[src/pab_mux_pkg.sv]
/*
 * constants for the port a / port b alternate function override block.
 * assumes a single clock domain; every input except rst_n is synchronous to ref_clk.
 */
package pab_mux_pkg;
    // ------------------------------------------------------------
    // port widths and pin positions
    // ------------------------------------------------------------
    localparam int PORT_W    = 8;       // pins per port
    localparam int PB_T2_CMP  = 7;      // timer2 / timer1 c compare pin
    localparam int PB_T1B_CMP = 6;      // timer1 compare b pin
    localparam int PB_T1A_CMP = 5;      // timer1 compare a pin
    localparam int PB_T0_CMP  = 4;      // timer0 compare pin
    localparam int PB_MISO   = 3;       // spi master in / slave out
    localparam int PB_MOSI   = 2;       // spi master out / slave in
    localparam int PB_SCK    = 1;       // spi clock
    localparam int PB_SS     = 0;       // spi slave select
    localparam int SPI_W     = 4;       // pins owned by the spi
    // ------------------------------------------------------------
    // reset values
    // ------------------------------------------------------------
    localparam logic [PORT_W-1:0] BYTE_RST = 8'h00; // outputs low except pa_oe_n and pb_oe_n, which reset high
    localparam logic [1:0]        SYNC_RST = 2'h0;  // reset sync init
endpackage : pab_mux_pkg

[src/pab_mux.sv]
/*
 * alternate function override logic for port a (external memory muxed
 * address/data) and port b (timer compare and spi pins).
 * assumes the memory interface, timers and spi live outside and hand in
 * their control and data levels synchronous to ref_clk; the pad cells
 * outside combine the registered enables with the pin levels.
 */
`timescale 1ns/1ps

// Behaviour
// - port a carries muxed address/data byte
// - port a override enables follow memory enable
// - drive during strobe or address; input enable untouched
// - address bits in address phase, data on write
// - pull-up only idle, output one, not disabled
// - pb7 outputs timer2 or timer1 c compare
// - pb6 outputs timer1 compare b
// - pb5 outputs timer1 compare a
// - pb4 outputs timer0 compare and pwm
// - pb3..pb0 are miso, mosi, sck, ss
// - no timer1 c on pb7 in legacy mode
// - spi master overrides pull-up and direction; value stays port bit
module pab_mux
    import pab_mux_pkg::*;
(
    input  wire logic              ref_clk,          // 25 mhz clock
    input  wire logic              rst_n,            // async reset, low
    // port a register bits and memory interface
    input  wire logic [PORT_W-1:0] pa_dir,           // port a direction
    input  wire logic [PORT_W-1:0] port_a_output_bit, // port a out reg
    input  wire logic              global_pullup_disable, // pull-up off
    input  wire logic              ext_mem_enable,   // memory owns port a
    input  wire logic              wr_strobe,        // memory write strobe
    input  wire logic              address_phase_active, // address out
    input  wire logic [PORT_W-1:0] mem_addr_lo,      // low address byte
    input  wire logic [PORT_W-1:0] mem_wdata,        // write data byte
    input  wire logic [PORT_W-1:0] pa_pin_in,        // port a pin levels
    // port b register bits and peripherals
    input  wire logic [PORT_W-1:0] pb_dir,           // port b direction
    input  wire logic [PORT_W-1:0] pb_port,          // port b out reg
    input  wire logic [PORT_W-1:0] pb_pin_in,        // port b pin levels
    input  wire logic              legacy_mode,      // compatibility mode
    input  wire logic              timer2_compare_en, // timer2 owns pb7
    input  wire logic              timer2_compare_out, // timer2 output
    input  wire logic              timer1_c_en,      // timer1 c owns pb7
    input  wire logic              timer1_compare_out_c, // timer1 c out
    input  wire logic              timer1_b_en,      // timer1 b owns pb6
    input  wire logic              timer1_compare_out_b, // timer1 b out
    input  wire logic              timer1_a_en,      // timer1 a owns pb5
    input  wire logic              timer1_compare_out_a, // timer1 a out
    input  wire logic              timer0_en,        // timer0 owns pb4
    input  wire logic              timer0_compare_out, // timer0 output
    input  wire logic              spi_enable_bit,   // spi enabled
    input  wire logic              spi_master_select, // spi is master
    input  wire logic              spi_slave_out,    // slave data out
    input  wire logic              spi_master_out,   // master data out
    input  wire logic              spi_sck_out,      // master clock out
    // port a pad controls
    output logic [PORT_W-1:0]      pa_out,           // pad output value
    output logic [PORT_W-1:0]      pa_oe_n,          // low = pad driven
    output logic [PORT_W-1:0]      pa_pullup,        // pull-up on
    output logic [PORT_W-1:0]      pa_input_en,      // digital input on
    output logic [PORT_W-1:0]      mem_rdata,        // read data to mem
    // port b pad controls
    output logic [PORT_W-1:0]      pb_out,           // pad output value
    output logic [PORT_W-1:0]      pb_oe_n,          // low = pad driven
    output logic [PORT_W-1:0]      pb_pullup,        // pull-up on
    output logic                   spi_miso_in,      // master data in
    output logic                   spi_mosi_in,      // slave data in
    output logic                   spi_sck_in,       // slave clock in
    output logic                   spi_ss_in         // slave select in
);

    // ------------------------------------------------------------
    // state
    // ------------------------------------------------------------
    typedef struct packed {
        logic [PORT_W-1:0] pa_out;      // port a value
        logic [PORT_W-1:0] pa_oe_n;     // port a drive enable, low
        logic [PORT_W-1:0] pa_pullup;   // port a pull-up
        logic [PORT_W-1:0] pa_input_en; // port a input enable
        logic [PORT_W-1:0] mem_rdata;   // read data
        logic [PORT_W-1:0] pb_out;      // port b value
        logic [PORT_W-1:0] pb_oe_n;     // port b drive enable, low
        logic [PORT_W-1:0] pb_pullup;   // port b pull-up
        logic [SPI_W-1:0]  spi_in;      // spi pin inputs
    } mux_s;

    logic [1:0]  rst_sync_ff;           // reset release synchroniser
    logic        rst_core_n;            // synchronised reset
    mux_s        st_ff;                 // registered state
    mux_s        nxt_st;                // next state
    logic [PORT_W-1:0] pa_drive;        // port a driver enables
    logic [PORT_W-1:0] pb_drive;        // port b driver enables
    logic [PORT_W-1:0] pb_val_ovr_en;   // port b value override en
    logic [PORT_W-1:0] pb_val_ovr;      // port b value override val
    logic [PORT_W-1:0] pb_pu_ovr_en;    // port b pull-up override en
    logic [PORT_W-1:0] pb_dir_ovr_en;   // port b direction override en
    logic              spi_master;      // spi enabled as master
    logic              pa_bus_drive;    // memory drives port a
    logic              pa_pu_idle;      // pull-up idle term

    // ------------------------------------------------------------
    // reset release
    // ------------------------------------------------------------
    // async assert, two-flop synchronous release
    always_ff @(posedge ref_clk or negedge rst_n) begin
        if (!rst_n) begin
            rst_sync_ff <= SYNC_RST;
        end else begin
            rst_sync_ff <= {rst_sync_ff[0], 1'b1};
        end
    end
    assign rst_core_n = rst_sync_ff[1];

    // ------------------------------------------------------------
    // override equations
    // ------------------------------------------------------------
    // per-pin control for both ports
    always_comb begin
        nxt_st       = st_ff;
        spi_master   = spi_enable_bit & spi_master_select;
        pa_bus_drive = wr_strobe | address_phase_active;
        pa_pu_idle   = ~pa_bus_drive & ~global_pullup_disable;
        pb_val_ovr_en = '0;
        pb_val_ovr    = '0;
        pb_pu_ovr_en  = '0;
        pb_dir_ovr_en = '0;
        pa_drive     = '0;
        pb_drive     = '0;
        // pb7: timer2 always, timer1 c only outside legacy mode
        if (timer2_compare_en) begin
            pb_val_ovr_en[PB_T2_CMP] = 1'b1;
            pb_val_ovr[PB_T2_CMP]    = timer2_compare_out;
        end else if (timer1_c_en && !legacy_mode) begin
            pb_val_ovr_en[PB_T2_CMP] = 1'b1;
            pb_val_ovr[PB_T2_CMP]    = timer1_compare_out_c;
        end
        pb_val_ovr_en[PB_T1B_CMP] = timer1_b_en;
        pb_val_ovr[PB_T1B_CMP]    = timer1_compare_out_b;
        pb_val_ovr_en[PB_T1A_CMP] = timer1_a_en;
        pb_val_ovr[PB_T1A_CMP]    = timer1_compare_out_a;
        pb_val_ovr_en[PB_T0_CMP]  = timer0_en;
        pb_val_ovr[PB_T0_CMP]     = timer0_compare_out;
        // spi master takes pull-up and direction of its pins; its value override never applies (inputs)
        pb_pu_ovr_en[SPI_W-1:0]  = {SPI_W{spi_master}};
        pb_dir_ovr_en[SPI_W-1:0] = {SPI_W{spi_master}};
        pb_val_ovr_en[PB_MISO]   = spi_master;
        pb_val_ovr[PB_MISO]      = spi_slave_out;
        pb_val_ovr_en[PB_MOSI]   = spi_master;
        pb_val_ovr[PB_MOSI]      = spi_master_out;
        pb_val_ovr_en[PB_SCK]    = spi_master;
        pb_val_ovr[PB_SCK]       = spi_sck_out;
        for (int i = 0; i < PORT_W; i++) begin
            // port a: memory override or plain register control
            if (ext_mem_enable) begin
                pa_drive[i] = pa_bus_drive;
                nxt_st.pa_out[i] =
                    (mem_addr_lo[i] & address_phase_active) |
                    (mem_wdata[i] & wr_strobe);
                nxt_st.pa_pullup[i] =
                    pa_pu_idle & port_a_output_bit[i];
            end else begin
                pa_drive[i] = pa_dir[i];
                nxt_st.pa_out[i] = port_a_output_bit[i];
                nxt_st.pa_pullup[i] = ~pa_dir[i] &
                    port_a_output_bit[i] & ~global_pullup_disable;
            end
            nxt_st.pa_oe_n[i] = ~pa_drive[i];
            // port b: direction override forces driver off (input)
            pb_drive[i] = pb_dir_ovr_en[i] ? 1'b0 : pb_dir[i];
            nxt_st.pb_oe_n[i] = ~pb_drive[i];
            nxt_st.pb_out[i] = (pb_val_ovr_en[i] && pb_drive[i]) ?
                pb_val_ovr[i] : pb_port[i];
            nxt_st.pb_pullup[i] = pb_pu_ovr_en[i] ?
                (pb_port[i] & global_pullup_disable) :
                (~pb_dir[i] & pb_port[i] & ~global_pullup_disable);
        end
        nxt_st.pa_input_en = '1;
        nxt_st.mem_rdata   = pa_pin_in;
        nxt_st.spi_in      = pb_pin_in[SPI_W-1:0];
    end

    // state register
    always_ff @(posedge ref_clk or negedge rst_core_n) begin
        if (!rst_core_n) begin
            st_ff <= '{pa_out: BYTE_RST, pa_oe_n: '1, pa_pullup: BYTE_RST,
                       pa_input_en: BYTE_RST, mem_rdata: BYTE_RST,
                       pb_out: BYTE_RST, pb_oe_n: '1,
                       pb_pullup: BYTE_RST, spi_in: '0};
        end else begin
            st_ff <= nxt_st;
        end
    end

    // ------------------------------------------------------------
    // outputs
    // ------------------------------------------------------------
    assign pa_out      = st_ff.pa_out;
    assign pa_oe_n     = st_ff.pa_oe_n;
    assign pa_pullup   = st_ff.pa_pullup;
    assign pa_input_en = st_ff.pa_input_en;
    assign mem_rdata   = st_ff.mem_rdata;
    assign pb_out      = st_ff.pb_out;
    assign pb_oe_n     = st_ff.pb_oe_n;
    assign pb_pullup   = st_ff.pb_pullup;
    assign spi_miso_in = st_ff.spi_in[PB_MISO];
    assign spi_mosi_in = st_ff.spi_in[PB_MOSI];
    assign spi_sck_in  = st_ff.spi_in[PB_SCK];
    assign spi_ss_in   = st_ff.spi_in[PB_SS];
endmodule : pab_mux

[config.mk]
export PLATFORM = sky130hd
export DESIGN_NAME = pab_mux
export DESIGN_NICKNAME = d
export VERILOG_FILES = /design/src/pab_mux_pkg.sv /design/src/pab_mux.sv
export SDC_FILE = /design/constraint.sdc
export NUM_CORES = 1
export LEC_CHECK = 0
export BUFFER_PORTS_ARGS = -buffer_cell sky130_fd_sc_hd__buf_4
export CAP_MARGIN = 30
export CORE_ASPECT_RATIO = 2
export CORE_MARGIN = 2
export CORE_UTILIZATION = 40
export CTS_CLUSTER_DIAMETER = 50
export CTS_CLUSTER_SIZE = 14
export DETAILED_ROUTE_END_ITERATION = 8
export MAX_ROUTING_LAYER = met4
export PLACE_DENSITY_LB_ADDON = 0.1
export SETUP_SLACK_MARGIN = 0.1
export SYNTH_ARGS = -nofsm -noshare
export SYNTH_HDL_FRONTEND = slang
export SYNTH_SLANG_ARGS = --single-unit
[constraint.sdc]
create_clock -name ref_clk -period 2.6 [get_ports ref_clk]
set_clock_uncertainty 0.15 [all_clocks]
set_input_delay 0.39 -clock ref_clk [delete_from_list [all_inputs] [get_ports ref_clk]]
set_output_delay 0.39 -clock ref_clk [all_outputs]
set_load 0.05 [all_outputs]
* Word-level counts from Yosys, hierarchy flattened
Cells that the tools add are included.
Storage, ports and cells: memories 0, bits in registers 63, bits of input ports 86, word-level logic and storage cells 163, latch bits 0, output and inout port bits 68, ROM bits 0, RAM bits 0
Cells by class: multiply operators 0, mux-type cells 43, shifts and indexed selects 0, reduce and logical (&&, ||, !) cells 9, bitwise gates (word level) 101, equality and inequality tests 0, $add $sub $neg 0, divide/modulo/power cells 0, magnitude comparators 0
Operator list (number):
- 1-bit AND | 62
- 1-bit two-way mux | 43
- 1-bit NOT | 30
- 1-bit OR | 9
- 1-bit logical AND | 8
- 1-bit logical NOT | 1

* Longest topological paths before layout
Gate-level depths: netlist of run 1.
word-level depth 6, mapped depth 5

* Least setup slack after synthesis of run 1
No wires, ideal clock.
path kind reg-to-output, start reg pa_input_en[0] (netlist name), end out pa_input_en[1], setup slack 1.064 ns, arrival time 0.996 ns, stages on the path, launching flop included 2, cells stage by stage dfrtp_1 > buf_4
RTL lines:
- end: declaration | RTL line pab_mux.sv:62 | output logic [PORT_W-1:0] pa_input_en,
No word-level cell between the ends.

* Final worst setup path of run 1
start reg st_ff (netlist bit pb_oe_n[6]), end out pb_oe_n[6]
RTL lines:
- start: declaration | RTL line pab_mux.sv:91 | mux_s st_ff;
- start signal: assignment | RTL line pab_mux.sv:187 | st_ff <= '{pa_out: BYTE_RST, pa_oe_n: '1, pa_pullup: BYTE_RST,
- start signal: assignment | RTL line pab_mux.sv:192 | st_ff <= nxt_st;
- end: declaration | RTL line pab_mux.sv:66 | output logic [PORT_W-1:0] pb_oe_n,
No word-level cell between the ends.

==> results.toml, run 1 <==
[cts]
cts.repair.resized = 0
cts_buffers = 9
cts_tree = "built"
clkSinkCount = 63
clk_transition_reported_paths_ns = 0.07
ctsRootBufferMaster = "clkbuf_8"
cts_buffer_depth = 2
clk_latency_ns = 0.33
cts_htree_levels = 3

[route]
wl_per_cell_um = 14.1
vias = 1831
wirelength_mm = 5.54
first_pass_iters = 4
avgViaCountPerCell = 4.67
drc = 0
initialDrtViolationCount = 49
postRouteAntennaNets = 0

[min_path]
worst_hold_path_type = "in -> reg"
whs_path_depth = 2

[layout]
num_antenna_cells = 0
drive_above_1_share_pct = 54.8
nets = 413
area_delta_synth_final_pct = 63.9
fin_cells = 392
fin_util_pct = 67.3

[synthesis]
async_flop_share_pct = 100
synth_commonest_cells = "47 x dfrtp_1, 28 x nor2_1, 16 x dfstp_2, 12 x inv_1, 12 x nor3b_1"
synthCells = 171
netlist_top_cells_area = "dfrtp_1 53%, dfstp_2 19%, nor2_1 4.8%"
yosys.cell_count.top_type = "dfrtp_1"
yosys_warnings = 0
yosysTopAreaCellShare_pct = 53.3
netlist_area_sq_mm = 0.00221
synth_edf_count = 0
yosysTopAreaCell = "dfrtp_1"
synthFlopType = "dfrtp_1"
postSynthAreaPerCell_sq_um = 12.9
synth_cell_type_count = 21
yosysSeqAreaShare_pct = 72.3
synth_seq_cells = 63

[global_routing]
grt.total_usage_pct = 19.7
grt_busiest_layer = "met2"
grt_pass1_vias = 1893
overflow = 0
antenna_found_initial = 0
use_met2_pct = 33.8
grt_first_pass_wirelength_mm = 8.58
use_met3_pct = 4.39
met1_usage_pct = 18.9
grt_start_max_net_pins = 46

[worst_setup_path]
path_max_fanout = 1
cp_num_buf_inv = 1
arrival_ns = 1.05
crit_type = "reg -> out"
cp_slowest_stage_delay_ns = 0.52
crit_slowest_cell = "dfstp_2"
r2r_cells = 1
critPathRequiredTime_ns = 2.06
cp_cell_sequence = "buf_4"
critPathTopFamily = "flip-flops"
endpoint_kind = "output port"
path_depth = 1
r2r_slack_ns = 1.64
cp-start-kind = "flip-flop"

[sta]
rsz0062_at_grt = "false"
fmax_mhz = 630
setup_viol = 0
period_share_pct = 61.0
fin_crit_ns = 1.59
setup_tns_ns = 0
hold_viol = 0
final_max_slew_viol_count = 0

[die]
die-area_sq_mm = 0.00616
start_util_pct = 41.1
core_area_sq_mm = 0.00537
row_count = 38
top_level_ports = 154
die_y_um = 109
fp.dieW_um = 56.5

[placed_design]
numPortBuffers = 146
dpl.hpwl_mm = 4.17
gp_congestion = 0.755
dp_cells = 363

[status]
outcome = "finished clean"

[pwr]
p_per_area_mw_per_mm2 = 665
p_leak_uw = 0.00187
irDropWorstVdd_mv = 0.624

[job]
max_cap_viol_count = 0
cells in the final DEF, fill, tap and decap left out:
cell           Yosys  routed
buf_4              8     146
dfrtp_1           47      46
nor2_1            28      28
dfstp_2           16      16
dlygate4sd3_1      0      13
inv_1             12      12
nor3b_1           12      12
clkbuf_8           0      10
a22oi_1            9       9
nand2_1            8       8
a21oi_1            8       8
o21a_1             4       4
mux2_2             3       3
clkinv_2           0       3
nor2b_1            2       2
clkbuf_1           5       2
conb_1             1       2
and3_1             1       1
a21o_1             1       1
nor3b_4            1       1
o21ai_0            1       1
o2bb2ai_1          1       1
bufinv_16          0       1
buf_12             0       1
dfrtp_2            0       1
per-stage QoR:
| stage | hold WS [ns] | instance area, sq um | worst slack, ns | total power [uW] |
|---|---|---|---|---|
| floorplan | -0.0556 | 2210 | 0.594 | 1400 |
| global placement | 0.0225 | 3300 | 0.970 | 1600 |
| detailed placement | 0.0256 | 3300 | 0.930 | 1610 |
| CTS | 0.00256 | 3620 | 0.988 | 2440 |
| global route | 0.00225 | 3620 | 0.951 | 2520 |
| finish | 0.0234 | 3620 | 1.01 | 2410 |
cell families after synthesis:
group / after synthesis / share of synthesized area (%)
AO/OA/AOI/OAI: 24 / 7.20
buffers and inverters: 28 / 6.86
flip-flops: 63 / 72.3
multiplexers: 3 / 1.53
other: 1 / 0.170
AND/OR/NAND/NOR: 52 / 11.9
report_power, final:
group	total [uW]	switching, uW	internal [uW]
Combinational	530	331	198
Clock	806	342	464
Sequential	1070	21.6	1050
registers in the layout (all words and copies together), names as in the netlist:
signal / flops
spi_miso_in: 1
pa_input_en: 1
pa_out: 8
pb_out: 8
rst_sync_ff: 2
pb_oe_n: 8
pa_pullup: 8
mem_rdata: 8
pa_oe_n: 8
spi_mosi_in: 1
spi_ss_in: 1
pb_pullup: 8
spi_sck_in: 1
what timing repair did:
action	in CTS	in global routing
endpoints found under the setup margin	0	0
hold buffers	13	0
endpoints found under the hold margin	14	0
buffers inserted	0	0
layout make-up:
type	count	area, sq um
Sequential cell	63	1600
Inverter	12	45.0
Clock buffer	12	145
Multi-Input combinational cell	81	463
Timing Repair Buffer	160	1250
Fill cell	441	1760
Tap cell	60	75.1
Clock inverter	4	45.0
final timing paths:
path                                    to            from
min in group asynchronous       spi_sck_in  rst_sync_ff[1]
worst min-delay path            pb_oe_n[6]       pb_dir[6]
worst min register to register  spi_sck_in  rst_sync_ff[1]
worst max register to register  pb_oe_n[2]  rst_sync_ff[1]
worst max-delay path            pb_oe_n[6]      pb_oe_n[6]
max in group asynchronous       pb_oe_n[2]  rst_sync_ff[1]
layer usage:
| metal | vias up | share of wire, % |
|---|---|---|
| li1 | 858 | - |
| met1 | 860 | 33 |
| met2 | 97 | 56 |
| met3 | 16 | 7.3 |
| met4 | 0 | 3.6 |
| met5 | - | 0 |
No activity file was read; power rests on OpenSTA's default activity.
==> inputs of run 2 (changes only) <==
--- a/config.mk
+++ b/config.mk
@@ -5,11 +5,12 @@
 export SDC_FILE = /design/constraint.sdc
 export NUM_CORES = 1
 export LEC_CHECK = 0
+export ABC_AREA = 1
 export BUFFER_PORTS_ARGS = -buffer_cell sky130_fd_sc_hd__buf_4
 export CAP_MARGIN = 30
 export CORE_ASPECT_RATIO = 2
 export CORE_MARGIN = 2
-export CORE_UTILIZATION = 40
+export CORE_UTILIZATION = 37
 export CTS_CLUSTER_DIAMETER = 50
 export CTS_CLUSTER_SIZE = 14
 export DETAILED_ROUTE_END_ITERATION = 8
==> constraint.sdc (replaced) <==
create_clock -name ref_clk -period 1.3 [get_ports ref_clk]
set_clock_uncertainty 0.15 [all_clocks]
set_input_delay 0.195 -clock ref_clk [delete_from_list [all_inputs] [get_ports ref_clk]]
set_output_delay 0.195 -clock ref_clk [all_outputs]
set_load 0.05 [all_outputs]
==> run 2 against run 1 <==
Effect of this change:
- the flow now finishes with violations (design-rule violations, negative hold slack, negative setup slack)
- final cell count up 22%
- synthesized cell count grew 16%
- sequential power grew 100%
- combinational power grew to 2.5 times the previous value
- worst setup slack lost 1.1 ns
==> results.toml, run 2 <==
[placed_design]
dp_cells = 396
gp_congestion = 0.703
dpl.hpwl_mm = 4.05
numPortBuffers = 146

[worst_setup_path]
path_depth = 1
crit_slowest_cell = "dfstp_2"
cp-start-kind = "flip-flop"
path_max_fanout = 1
cp_num_buf_inv = 1
cp_cell_sequence = "buf_8"
worstReg2RegEnd = "pb_oe_n[2]"
r2r_slack_ns = 0.48
critPathRequiredTime_ns = 0.95
critPathTopFamily = "flip-flops"
r2r_cells = 1
cp_slowest_stage_delay_ns = 0.54
endpoint_kind = "output port"
r2r_start = "rst_sync_ff[1]"
arrival_ns = 1.01
crit_type = "reg -> out"

[route]
postRouteAntennaNets = 0
wirelength_mm = 6.70
vias = 2144
initialDrtViolationCount = 68
first_pass_iters = 6
drc = 9
wl_per_cell_um = 14.1
avgViaCountPerCell = 4.49

[global_routing]
antenna_found_initial = 0
grt_start_max_net_pins = 21
grt_pass1_vias = 2406
grt_first_pass_wirelength_mm = 10.9
grt.total_usage_pct = 22.8
overflow = 0

[cts]
clk_latency_ns = 0.32
ctsRootBufferMaster = "clkbuf_16"
cts_buffers = 9
cts_tree = "built"
cts_buffer_depth = 2
clkSinkCount = 63
cts_htree_levels = 3
clk_transition_reported_paths_ns = 0.05

[pwr]
irDropWorstVdd_mv = 1.00
p_leak_uw = 0.00233
switching_share_pct = 28.3
internal-power_uw = 4060
p_per_area_mw_per_mm2 = 1230
power_switching_uw = 1600
pwr-share-clk_pct = 37.9
p_seq_share_pct = 38.6
combinationalPowerShare_pct = 23.5

[layout]
nets = 495
fin_util_pct = 78.1
area_delta_synth_final_pct = 106
num_antenna_cells = 0
final_common_cell = "buf_4"
fill_cells = 346
fin_cells = 477
mostFrequentLayoutCells = "85 x buf_4, 61 x dlygate4sd3_1, 49 x buf_6, 45 x nand2_1, 45 x dfrtp_1"
drive_above_1_share_pct = 48.3

[synthesis]
synthCells = 198
synth_cell_type_count = 22
synthFlopType = "dfrtp_1"
async_flop_share_pct = 100
yosysSeqAreaShare_pct = 71.4
synth_seq_cells = 63
yosysTopAreaCell = "dfrtp_1"
synth_edf_count = 0
yosysTopAreaCellShare_pct = 52.6
synthAdderAreaFrac_pct = 0
synth_simple_gate_area_share_pct = 17.8
yosys_warnings = 0
synthMuxAreaShare_pct = 0
synth_compound_gate_area_share_pct = 4.03
netlist_area_sq_mm = 0.00223
postSynthAreaPerCell_sq_um = 11.3
synth_top_family_by_area = "simple AND/OR/NAND/NOR gates"
synth_commonest_cells = "47 x dfrtp_1, 47 x nand2_1, 21 x nor2_1, 16 x dfstp_2, 12 x inv_1"
yosys.area_share.xor_xnor_pct = 0
netlist_top_cells_area = "dfrtp_1 53%, dfstp_2 19%, nand2_1 7.9%"

[status]
violations = "design-rule violations, negative hold slack, negative setup slack"
outcome = "complete, but fails checks"

[min_path]
hold_path_startpoint = "pa_dir[3]"
worst_hold_path_type = "in -> reg"
whs_endpoint = "pa_oe_n[3]"
whs_path_depth = 3

[sta]
hold_viol = 1
final_max_slew_viol_count = 0
period_share_pct = 104
fmax_mhz = 738
hold_ws_ns = -0.0501
fin_crit_ns = 1.36
setup_tns_ns = -0.821
setup_viol = 24
rsz0062_at_grt = "true"
fin_ws_ns = -0.0558

[die]
die_y_um = 114
die-area_sq_mm = 0.00671
core_area_sq_mm = 0.00591
row_count = 40
fp.dieW_um = 59.0
top_level_ports = 154
start_util_pct = 37.8

[job]
max_cap_viol_count = 0
run 2: logic make-up after synthesis:
group | after synthesis
DFF | 63
other | 1
AOI/OAI and AO/OA | 16
buffers and inverters | 28
and+or+nand+nor | 90
run 2: layer usage:
layer / share of wire, % / routed length [um] / global-route usage [%] / vias to the layer above
met2: 56 / 3730 / 37.9 / 99
met4: 1.8 / 124 / 10.8 / 0
li1: - / - / - / 1026
met1: 34 / 2310 / 24.7 / 1009
met3: 8.1 / 542 / 5.90 / 10
met5: 0 / 0 / - / -
run 2: timing repair:
action,4_1_cts,5_1_grt
hold buffers,62,2
endpoints found under the setup margin,68,74
resized for setup,80,7
pin swaps,0,7
endpoints found under the hold margin,62,3
buffers inserted,0,2
run 2: power by group through the flow:
stage / Combinational [uW] / Clock, uW / Sequential, uW
2_1_floorplan: 196 / 0 / 2610
3_3_place_gp: 1040 / 0 / 2180
3_5_place_dp: 1060 / 0 / 2180
4_1_cts: 1310 / 2200 / 2180
5_1_grt: 1400 / 2320 / 2200
6_report: 1330 / 2140 / 2180
run 2: stage by stage:
stage	instance area, sq um	setup slack [ns]	power, uW	hold WS (ns)
after global placement	3370	0.197	3220	-0.173
final	4610	-0.0558	5660	-0.0501
after CTS	4570	-0.0646	5690	-0.0435
after global routing	4610	-0.0813	5920	-0.00233
after floorplan	2240	0.148	2810	-0.251
after detailed placement	3370	0.160	3240	-0.171
run 2: worst max path at each step:
stage	start	slack [ns]	to
3_5_place_dp	ext_mem_enable	0.16	pa_pullup[7]
3_3_place_gp	ext_mem_enable	0.20	pa_pullup[0]
2_1_floorplan	pa_input_en[0]	0.15	pa_input_en[1]
5_1_grt	pb_oe_n[0]	-0.08	pb_oe_n[0]
4_1_cts	pa_oe_n[7]	-0.06	pa_oe_n[7]
6_report	pb_oe_n[0]	-0.06	pb_oe_n[0]
run 2: area by class of cell:
| cell class | instances | area [sq um] | share of cell area [%] |
|---|---|---|---|
| Clock buffer | 11 | 243 | 5.26 |
| Clock inverter | 5 | 33.8 | 0.732 |
| Inverter | 12 | 45.0 | 0.976 |
| Multi-Input combinational cell | 108 | 505 | 11.0 |
| Sequential cell | 63 | 1600 | 34.7 |
| Tap cell | 63 | 78.8 | 1.71 |
| Timing Repair Buffer | 215 | 2110 | 45.6 |
